[config.mk]
export PLATFORM = sky130hd
export DESIGN_NAME = bms_boot_mode_selector
export DESIGN_NICKNAME = d
export VERILOG_FILES = /design/src/verilog/bms_boot_mode_selector.v /design/src/verilog/bms_word_store.v
export VERILOG_INCLUDE_DIRS = /design/src /design/src/verilog
export SDC_FILE = /design/constraint.sdc
export NUM_CORES = 1
export LEC_CHECK = 0
export ABC_CLOCK_PERIOD_IN_PS = 2850
export BUFFER_PORTS_ARGS = -buffer_cell sky130_fd_sc_hd__buf_2
export CAP_MARGIN = 20
export CORE_ASPECT_RATIO = 0.8
export CORE_MARGIN = 10
export CORE_UTILIZATION = 59
export DETAILED_ROUTE_END_ITERATION = 7
export PLACE_DENSITY = 0.79
export SETUP_SLACK_MARGIN = 0.1
export SLEW_MARGIN = 20
export SYNTH_ARGS = -nofsm -noshare
export SYNTH_HDL_FRONTEND = slang
export SYNTH_HIERARCHICAL = 1
export SYNTH_SLANG_ARGS = --single-unit
[constraint.sdc]
create_clock -name sys_clk -period 2.85 [get_ports sys_clk]
set_input_delay 0.4275 -clock sys_clk [delete_from_list [all_inputs] [get_ports sys_clk]]
set_output_delay 0.4275 -clock sys_clk [all_outputs]
set_load 0.1 [all_outputs]
[src/verilog/bms_defs.vh]
// bms_defs.vh: constants for the boot mode selector
// assumes: included by bare name from the design files under verilog/
`ifndef BMS_DEFS_VH
`define BMS_DEFS_VH

// strap decode, {boot_strap_high, boot_strap_low}
`define BMS_STRAP_USER      2'h3
`define BMS_STRAP_STD       2'h2
`define BMS_STRAP_SEL       2'h1
`define BMS_STRAP_RSVD      2'h0

// boot mode codes shown on boot_mode
`define BMS_MODE_USER       3'h0
`define BMS_MODE_STD        3'h1
`define BMS_MODE_SEL        3'h2
`define BMS_MODE_RSVD       3'h3

// loader channel codes shown on loader_channel
`define BMS_CHAN_NONE       2'h0
`define BMS_CHAN_UART       2'h1
`define BMS_CHAN_CAN        2'h2

// user key actions
`define BMS_KEY_STD         2'h0
`define BMS_KEY_UART        2'h1
`define BMS_KEY_CAN         2'h2
`define BMS_KEY_LOOP        2'h3

// key field inside the stored key word
`define BMS_KEY_MSB         1
`define BMS_KEY_LSB         0

// channel permission mask, one bit per loader channel
`define BMS_ALLOW_UART_BIT  0
`define BMS_ALLOW_CAN_BIT   1
`define BMS_ALLOW_ALL       2'h3
`define BMS_ALLOW_UART      2'h1
`define BMS_ALLOW_CAN       2'h2

// reserved signature word addresses and width
`define BMS_SIG_ADDR_A      2'h0
`define BMS_SIG_ADDR_B      2'h1
`define BMS_KEY_ADDR        2'h2
`define BMS_WORD_W          16
`define BMS_WORDS           4
`define BMS_WORD_ZERO       16'h0000
`define BMS_REF_SIG_DEF     16'ha55a

// width of the software reset pulse, in cycles
`define BMS_SRST_CYCLES     4'h4
`define BMS_CNT_ZERO        4'h0
`define BMS_CNT_ONE         4'h1

`endif

[src/verilog/bms_boot_mode_selector.v]
// bms_boot_mode_selector.v: boot mode selection and loader channel choice
// assumes: one 50 MHz clock, straps and receive lines synchronous to it,
// external_reset_input low holds the part in reset, its rise ends it
`timescale 1ns/1ps
`default_nettype none
`include "bms_defs.vh"

module bms_boot_mode_selector (
  input  wire                     sys_clk,
  input  wire                     resetn,
  input  wire                     external_reset_input,
  input  wire                     boot_strap_high,
  input  wire                     boot_strap_low,
  input  wire                     uart_receive_line,
  input  wire                     first_can_receive_line,
  input  wire [`BMS_WORD_W-1:0]   ref_signature,
  input  wire                     word_wr_en,
  input  wire [1:0]               word_wr_addr,
  input  wire [`BMS_WORD_W-1:0]   word_wr_data,
  output reg  [2:0]               boot_mode_q,
  output reg                      fetch_to_test_flash_q,
  output reg  [1:0]               loader_channel_q,
  output reg                      loader_start_q,
  output reg                      software_reset_q,
  output reg                      boot_loop_q,
  output reg                      boot_done_q
);

  // ==========================================================
  // states
  localparam [3:0] ST_HOLD  = 4'h0;
  localparam [3:0] ST_DEC   = 4'h1;
  localparam [3:0] ST_SCAN  = 4'h2;
  localparam [3:0] ST_RDA   = 4'h3;
  localparam [3:0] ST_RDB   = 4'h4;
  localparam [3:0] ST_RDK   = 4'h5;
  localparam [3:0] ST_CHK   = 4'h6;
  localparam [3:0] ST_SRST  = 4'h7;
  localparam [3:0] ST_DONE  = 4'h8;
  localparam [3:0] ST_LOOP  = 4'h9;
  localparam [3:0] ST_WAIT  = 4'ha;

  // signature of the two reserved words
  function [`BMS_WORD_W-1:0] sig_of;
    input [`BMS_WORD_W-1:0] a;
    input [`BMS_WORD_W-1:0] b;
    begin
      sig_of = a ^ {b[`BMS_WORD_W-2:0], b[`BMS_WORD_W-1]};
    end
  endfunction

  reg [3:0]             state_q;
  reg [3:0]             state_d;
  reg                   rst_in_q;
  reg [1:0]             strap_q;
  reg [1:0]             rd_addr_q;
  reg [`BMS_WORD_W-1:0] word_a_q;
  reg [`BMS_WORD_W-1:0] word_b_q;
  reg [3:0]             cnt_q;
  reg                   uart_prev_q;
  reg                   can_prev_q;
  reg [1:0]             allow_q;  // bit0 uart allowed, bit1 can allowed
  wire [`BMS_WORD_W-1:0] rd_data;

  wire reset_rise = external_reset_input & ~rst_in_q;
  wire in_reset   = ~external_reset_input;
  // a falling edge (idle high to low) marks a uart start or can dominant bit
  wire uart_start = allow_q[`BMS_ALLOW_UART_BIT] & uart_prev_q &
                    ~uart_receive_line;
  wire can_dom    = allow_q[`BMS_ALLOW_CAN_BIT] & can_prev_q &
                    ~first_can_receive_line;

  bms_word_store bms_word_store_inst (
    .sys_clk   (sys_clk),
    .resetn    (resetn),
    .wr_en     (word_wr_en),
    .wr_addr   (word_wr_addr),
    .wr_data   (word_wr_data),
    .rd_addr   (rd_addr_q),
    .rd_data_q (rd_data)
  );

  // ==========================================================
  // next state
  always @* begin
    state_d = state_q;
    case (state_q)
      ST_HOLD: begin
        if (reset_rise) begin
          state_d = ST_DEC;
        end
      end
      ST_DEC: begin
        case (strap_q)
          `BMS_STRAP_USER: state_d = ST_DONE;
          `BMS_STRAP_STD:  state_d = ST_SCAN;
          `BMS_STRAP_SEL:  state_d = ST_RDA;
          default:         state_d = ST_LOOP;  // reserved strap
        endcase
      end
      ST_SCAN: begin
        if (uart_start || can_dom) begin
          state_d = ST_DONE;
        end
      end
      ST_RDA:  state_d = ST_WAIT;
      ST_WAIT: state_d = ST_RDB;
      ST_RDB:  state_d = ST_RDK;
      ST_RDK:  state_d = ST_CHK;
      ST_CHK: begin
        if (sig_of(word_a_q, word_b_q) == ref_signature) begin
          state_d = ST_SRST;
        end else begin
          case (rd_data[`BMS_KEY_MSB:`BMS_KEY_LSB])
            `BMS_KEY_STD:  state_d = ST_SCAN;
            `BMS_KEY_UART: state_d = ST_SCAN;
            `BMS_KEY_CAN:  state_d = ST_SCAN;
            default:       state_d = ST_LOOP;
          endcase
        end
      end
      ST_SRST: begin
        if (cnt_q == `BMS_CNT_ONE) begin
          state_d = ST_DONE;
        end
      end
      ST_DONE: state_d = ST_DONE;
      ST_LOOP: state_d = ST_LOOP;
      default: state_d = ST_HOLD;
    endcase
    // a new external reset always restarts the selection
    if (in_reset) begin
      state_d = ST_HOLD;
    end
  end

  // ==========================================================
  // sequencing and outputs
  always @(posedge sys_clk) begin
    if (!resetn) begin
      state_q               <= ST_HOLD;
      rst_in_q              <= 1'b0;
      strap_q               <= `BMS_STRAP_USER;
      rd_addr_q             <= `BMS_SIG_ADDR_A;
      word_a_q              <= `BMS_WORD_ZERO;
      word_b_q              <= `BMS_WORD_ZERO;
      cnt_q                 <= `BMS_CNT_ZERO;
      uart_prev_q           <= 1'b1;
      can_prev_q            <= 1'b1;
      allow_q               <= `BMS_ALLOW_ALL;
      boot_mode_q           <= `BMS_MODE_USER;
      fetch_to_test_flash_q <= 1'b0;
      loader_channel_q      <= `BMS_CHAN_NONE;
      loader_start_q        <= 1'b0;
      software_reset_q      <= 1'b0;
      boot_loop_q           <= 1'b0;
      boot_done_q           <= 1'b0;
    end else begin
      state_q        <= state_d;
      rst_in_q       <= external_reset_input;
      uart_prev_q    <= uart_receive_line;
      can_prev_q     <= first_can_receive_line;
      loader_start_q <= 1'b0;
      // straps latched only at the release edge, then held for the run
      if (reset_rise) begin
        strap_q <= {boot_strap_high, boot_strap_low};
      end
      case (state_q)
        ST_HOLD: begin
          boot_done_q      <= 1'b0;
          boot_loop_q      <= 1'b0;
          software_reset_q <= 1'b0;
          loader_channel_q <= `BMS_CHAN_NONE;
          allow_q          <= `BMS_ALLOW_ALL;
          rd_addr_q        <= `BMS_SIG_ADDR_A;
        end
        ST_DEC: begin
          // user flash stays mapped at zero; only fetches move
          case (strap_q)
            `BMS_STRAP_USER: begin
              boot_mode_q           <= `BMS_MODE_USER;
              fetch_to_test_flash_q <= 1'b0;
            end
            `BMS_STRAP_STD: begin
              boot_mode_q           <= `BMS_MODE_STD;
              fetch_to_test_flash_q <= 1'b1;
            end
            `BMS_STRAP_SEL: begin
              boot_mode_q           <= `BMS_MODE_SEL;
              fetch_to_test_flash_q <= 1'b1;
            end
            default: begin
              boot_mode_q           <= `BMS_MODE_RSVD;
              fetch_to_test_flash_q <= 1'b0;
            end
          endcase
        end
        ST_SCAN: begin
          // uart wins a tie: its start bit is the classic entry
          if (uart_start) begin
            loader_channel_q <= `BMS_CHAN_UART;
            loader_start_q   <= 1'b1;
            boot_done_q      <= 1'b1;
          end else if (can_dom) begin
            loader_channel_q <= `BMS_CHAN_CAN;
            loader_start_q   <= 1'b1;
            boot_done_q      <= 1'b1;
          end
        end
        // store read data lags the address by one cycle
        ST_RDA:  rd_addr_q <= `BMS_SIG_ADDR_B;
        ST_WAIT: begin
          word_a_q  <= rd_data;
          rd_addr_q <= `BMS_KEY_ADDR;
        end
        ST_RDB:  word_b_q <= rd_data;
        ST_CHK: begin
          if (state_d == ST_SRST) begin
            software_reset_q <= 1'b1;
            cnt_q            <= `BMS_SRST_CYCLES;
          end else if (state_d == ST_LOOP) begin
            boot_loop_q      <= 1'b1;
          end else begin
            case (rd_data[`BMS_KEY_MSB:`BMS_KEY_LSB])
              `BMS_KEY_UART: allow_q <= `BMS_ALLOW_UART;
              `BMS_KEY_CAN:  allow_q <= `BMS_ALLOW_CAN;
              default:       allow_q <= `BMS_ALLOW_ALL;
            endcase
          end
        end
        ST_SRST: begin
          cnt_q <= cnt_q - `BMS_CNT_ONE;
          if (cnt_q == `BMS_CNT_ONE) begin
            // user code runs with fetches back on user flash
            software_reset_q      <= 1'b0;
            fetch_to_test_flash_q <= 1'b0;
            boot_done_q           <= 1'b1;
          end
        end
        ST_DONE: begin
          if (boot_mode_q == `BMS_MODE_USER) begin
            boot_done_q <= 1'b1;
          end
        end
        ST_LOOP: boot_loop_q <= 1'b1;
        default: begin
          cnt_q <= cnt_q;
        end
      endcase
      if (in_reset) begin
        boot_done_q <= 1'b0;
      end
    end
  end

endmodule
`default_nettype wire

[src/verilog/bms_word_store.v]
// bms_word_store.v: little store of the reserved boot words
// assumes: one clock, words written by the flash loading path, read back
// through a registered output one cycle after the address is given
`timescale 1ns/1ps
`default_nettype none
`include "bms_defs.vh"

module bms_word_store (
  input  wire                     sys_clk,
  input  wire                     resetn,
  input  wire                     wr_en,
  input  wire [1:0]               wr_addr,
  input  wire [`BMS_WORD_W-1:0]   wr_data,
  input  wire [1:0]               rd_addr,
  output reg  [`BMS_WORD_W-1:0]   rd_data_q
);

  reg [`BMS_WORD_W-1:0] mem [0:`BMS_WORDS-1];
  integer i;

  // ==========================================================
  // storage and registered read
  always @(posedge sys_clk) begin
    if (!resetn) begin
      rd_data_q <= `BMS_WORD_ZERO;
      for (i = 0; i < `BMS_WORDS; i = i + 1) begin
        mem[i] <= `BMS_WORD_ZERO;
      end
    end else begin
      if (wr_en) begin
        mem[wr_addr] <= wr_data;
      end
      rd_data_q <= mem[rd_addr];
    end
  end

endmodule
`default_nettype wire
### Word level (Yosys, flattened, before mapping)

Memory sizes are Yosys's and may differ from the RTL's. A register that Yosys moved wholly into a read port is not among the register bits.
Cells that the tools add are included.
Widths: inputs -> output; s select.

| cells by class | value |
|---|---|
| $add $sub $neg | 1 |
| reductions and logical operators | 25 |
| equality and inequality tests | 26 |
| bitwise logic cells | 9 |
| muxes and demuxes | 41 |

Operator list:

| operator | count |
|---|---|
| $pmux 4 s11 | 1 |
| $mux 4 | 7 |
| $eq 4x3->1 const B | 5 |
| $eq 16x16->1 | 1 |
| $eq 4x4->1 const B | 4 |
| $mux 1 | 16 |
| $mux 16 | 1 |
| $reduce_or 16->1 | 1 |
| $xor 16x16->16 | 1 |
| $ne 2x2->1 const B | 6 |
| $pmux 2 s2 | 3 |
| $pmux 2 s3 | 2 |
| $pmux 4 s3 | 1 |
| $mux 2 | 5 |
| $reduce_and 2->1 | 5 |
| $reduce_and 3->1 | 3 |
| $reduce_bool 3->1 | 3 |
| $eq 4x1->1 const B | 2 |
| $eq 4x2->1 const B | 2 |
| $pmux 4 s2 | 1 |
| $reduce_bool 2->1 | 4 |
| $eq 2x2->1 const B | 3 |
| $pmux 1 s3 | 2 |
| $and 1x1->1 | 5 |
| 15 further kinds | 18 |

| word-level totals | value |
|---|---|
| input bits | 42 |
| memories | 1 |
| output and inout bits | 10 |
| bits in writable memories | 64 |
| flip-flop bits (word level) | 59 |
| logic and storage cells | 120 |

Memory list:

| name | words | width | read ports | clocked after Yosys merged registers in | write ports | line | text |
|---|---|---|---|---|---|---|---|
| bms_word_store_inst.mem | 4 | 16 | 1 | 1 | 4 | bms_word_store.v:18 | `` reg [`BMS_WORD_W-1:0] mem [0:`BMS_WORDS-1]; `` |

### Longest topological paths before layout

| logic depth | value |
|---|---|
| depth after elaboration | 10 |
| gate-level depth with buffers | 8 |
| depth with buffers taken out | 8 |

### By module

The synthesis kept the hierarchy.

By module, submodules not included:

| module | area an instance (um^2) | cells an instance | instances | seq. area each (um^2) |
|---|---|---|---|---|
| bms_word_store | 3,241.9 | 217 | 1 | 2,242.2 |
| bms_boot_mode_selector | 2,910.3 | 331 | 1 | 1,161.1 |

### Worst setup path after synthesis

OpenSTA, ideal clock, no wires.

| timing path | value |
|---|---|
| path kind | input -> register |
| start point | input word_wr_en |
| end point | memory bms_word_store_inst/mem[2][0] (netlist name) (enable) |
| required time | 2.439 ns |
| path slack | 0.674 ns |
| arrival time | 1.765 ns |
| buffers on the path | 1 |
| library setup time | 0.411 ns |
| cell stages on the path | 3 |
| cells stage by stage | buf_4 > nand2_1 > o21ai_0 |

RTL lines:

| item | line | text |
|---|---|---|
| from (decl) | bms_boot_mode_selector.v:17 | `input wire word_wr_en,` |
| to (decl) | bms_word_store.v:18 |  |

### Worst setup path after layout

| timing path | value |
|---|---|
| start point | register state_q[3] |
| end point | register allow_q[0] |

| between the ends | value |
|---|---|
| cells in the longest elaborated chain, start to end | 6 |
| elaborated cells between the ends (all ways) | 23 |
| classes of those cells | 14 x eq/ne; 6 x mux; 3 x reduce/logical |

RTL lines:

| item | line | text |
|---|---|---|
| from (decl) | bms_boot_mode_selector.v:52 | `reg [3:0] state_q;` |
| from (signal assigned) | bms_boot_mode_selector.v:159 | `state_q <= state_d;` |
| $eq 4x4->1, or another cell as far along | bms_boot_mode_selector.v:87 | `case (state_q)` |
| $pmux 4 s11 | bms_boot_mode_selector.v:87 |  |
| $mux 4 | bms_boot_mode_selector.v:132 | `if (in_reset) begin` |
| $eq 4x4->1 / $eq 4x3->1 (equally long branches) | bms_boot_mode_selector.v:221, bms_boot_mode_selector.v:218 |  |
| $ne 2x2->1 (no source line) | - |  |
| $reduce_and 3->1 (no source line) | - |  |
| to (signal assigned) | bms_boot_mode_selector.v:225 | `` `BMS_KEY_UART: allow_q <= `BMS_ALLOW_UART; `` |
| to (signal assigned) | bms_boot_mode_selector.v:226 | `` `BMS_KEY_CAN: allow_q <= `BMS_ALLOW_CAN; `` |
| to (signal assigned) | bms_boot_mode_selector.v:227 | `` default: allow_q <= `BMS_ALLOW_ALL; `` |
| to (decl) | bms_boot_mode_selector.v:62 | `reg [1:0] allow_q;` |

Parallel ways exist; a longest one is shown, timed or not.
A chain may end at the register's enable or synchronous reset.

==> impl_metrics.json <==
{
  "status": "finished, final reports clean",
  "peakVddDrop_mv": 0.492,
  "synth.ff_latch_count": 138,
  "yosys_warnings": 6,
  "setup_tns_ns": 0,
  "endpoint_type_of_the_worst_setup_path": "register",
  "hpwlAfterDp_um": 8880,
  "tightestPinTransition_ns": 0.778,
  "die_area_um2": 14900,
  "synth.cell_area_um2": 6150,
  "netlist_instances": 548,
  "ant_nets": 0,
  "cts_max_level": 4,
  "power-per-cell-area_nw_per_um2": 663,
  "placement.setup.worst_slack_ns": 0.478,
  "critical_path.max_fanout": 17,
  "clockRootBuffer": "clkbuf_16",
  "most_common_cell_after_layout_fill_and_taps_aside": "nand2_1",
  "layout_worst_path_cycle_share_pct": 86.9,
  "die_h_um": 111,
  "first_global_vias": 4312,
  "synth.top_cells.by_area": "edfxtp_1, dfxtp_1, xnor3_1",
  "postSynthNetCount": 595,
  "path_clk_slew_ns": 0.06,
  "fin_worst_skew_ns": 0.00908,
  "io_buffer_count": 50,
  "cp_data_required_time_ns": 3.20,
  "largest_net_degree_at_the_start_of_global_routing": 40,
  "coreArea_um2": 10200,
  "final-max-slew-violation-count": 0,
  "cts_repair_resize_count": 0,
  "critical_path_class": "register to register",
  "drt-wirelength-per-cell_um": 17.8,
  "initial_utilization_pct": 60.3,
  "biggest_cell_delay_along_the_critical_path_ns": 0.67,
  "post_cts_hold_buffer_count": 0,
  "clk-insertion-delay-late_ns": 0.42,
  "route.final.wire_length_um": 13400,
  "grtUsageTotal_pct": 18.3,
  "post_cts_buffers": 0,
  "min_path_type": "primary input to register",
  "crit_path_cell_trace": "nand4bb_1 > nor2_1 > nor4b_1 > nor4_1 > a211oi_2 > mux2i_1",
  "critical_path.n_buffers_inverters": 0,
  "critical_path_arrival_ns": 2.83,
  "postSynth.topFlopCell": "dfxtp_1",
  "drc": 0,
  "n_antenna_cell": 0,
  "number_of_flops_mapped_to_enable_cells_by_yosys": 64,
  "ctsLongestPathBuffers": 2,
  "final_layout_size_suffix_gt1_share_pct": 16.7,
  "first_pass_iters": 5,
  "chipWidth_um": 134,
  "rsz_0062_raised_after_global_routing": "false",
  "finalSetupViolCount": 0,
  "synth_top_cell_by_area": "edfxtp_1",
  "final_cell_mix": "nand2_1, dfxtp_1, edfxtp_1, and2_1, buf_2",
  "pin_count": 52,
  "tritoncts_buffers": 17,
  "timing.max_cap.violations": 0,
  "vias_per_std_cell": 5.63,
  "critical_path.top_delay_family": "simple AND/OR/NAND/NOR gates",
  "cts.sink_count": 138,
  "critical_path.slowest_cell": "dfxtp_1",
  "flow.area_growth_from_synthesis_pct": 15.8,
  "grt_pass1_wl_um": 21700,
  "yosysSeqAreaShare_pct": 55.3,
  "final.setup.worst_slack_ns": 0.372,
  "nNetsFinal": 644,
  "power.leakage_nw": 2.67,
  "grt_antenna_before_repair": 0,
  "min_period_ns": 2.48,
  "rows": 33,
  "avgSynthCellArea_um2": 11.2,
  "synthDistinctLibCells": 57,
  "vias": 4219,
  "tritoncts": "done",
  "headroom_to_the_max_slew_limit_pct": 48.1,
  "rd_place_congestion": 1.03,
  "postSynth.asyncResetShare_pct": 0,
  "drt_iter0_markers": 345,
  "synth_top_cell_area_share_pct": 31.2,
  "hold_viol": 0,
  "grt_overflow": 0,
  "max_clock_freq_mhz": 404,
  "startpoint_type": "register"
}
## layer usage
metal | up-vias | routed length, µm | GRT usage [%]
met5 | - | 0 | 0
met4 | 0 | 261 | 7.89
met3 | 25 | 873 | 5.26
met2 | 142 | 6060 | 27.6
met1 | 2002 | 6180 | 24.0
li1 | 2050 | - | -
## cell usage after synthesis (4+ instances only)
cell type and instances:
nand4_1 4, nor2_1 19, clkbuf_1 15, dfxtp_1 74
o21ai_0 7, inv_1 8, o22ai_1 17, mux2i_1 35
buf_2 7, xnor3_1 16, ha_1 5, buf_4 6
nor3_1 5, nand2_1 86, edfxtp_1 64, and3_1 16
nand3_1 8, a21oi_1 41, nor2b_1 4, nand2b_1 8
and2_1 51
## cell type report
cell class	count	area (µm²)
Sequential cell	138	3400
Fill cell	736	3080
Multi-Input combinational cell	370	2550
Clock buffer	22	518
Timing Repair Buffer	61	333
Tap cell	140	175
Clock inverter	10	109
Inverter	9	33.8
## registers in the layout, summed over array words and instances, names as in the netlist, 2 cells and up
name,cells
strap_q,2
bms_word_store_inst/mem,64
state_q,4
boot_mode_q,2
bms_word_store_inst/rd_data_q,16
loader_channel_q,2
word_b_q,16
cnt_q,4
word_a_q,16
rd_addr_q,2
allow_q,2
## worst reg2reg max path, stage by stage, from the launching register on
cell and delay [ns]:
dfxtp_1 0.67, nand4bb_1 0.33, nor2_1 0.07, nor4b_1 0.56
nor4_1 0.19, a211oi_2 0.37, mux2i_1 0.23
## worst paths after layout
check | from | to | slack, ns | cells past startpoint
max | state_q[3] | allow_q[0] | 0.37 | 6
max reg2reg | state_q[3] | allow_q[0] | 0.37 | 6
min reg2reg | bms_word_store_inst/rd_data_q[6] | word_b_q[6] | 0.45 | 2
min | first_can_receive_line | can_prev_q | 0.21 | 2
## power breakdown
part | internal (mW) | switching, mW
combinational | 0.0886 | 0.149
clock | 1.46 | 0.818
sequential | 2.17 | 0.0380
total | 3.72 | 1.00
## metrics by stage
step                instances  utilization, %  hold slack, ns  instance area, µm²  total power [mW]
global route              750            69.8           0.213                7120              4.86
floorplan                 548               -           0.432                6150              2.38
detailed placement        718            63.7           0.447                6490              2.48
global placement          718            63.7           0.438                6490              2.47
CTS                       750            69.8           0.197                7120              4.74
finish                    750            69.8           0.207                7120              4.72
## kinds of logic after synthesis
group                      count (synthesis)  synth area share [%]
muxes                                     35                  5.69
other                                      1                0.0610
buffers and inverters                     40                  3.31
xor gates and xnor gates                  17                  6.00
AOI/OAI and AO/OA                         92                  9.54
adders and majority gates                  5                  1.02
and+or+nand+nor                          220                  19.1
DFF                                      138                  55.3
No activity file was read; power rests on OpenSTA's default activity.
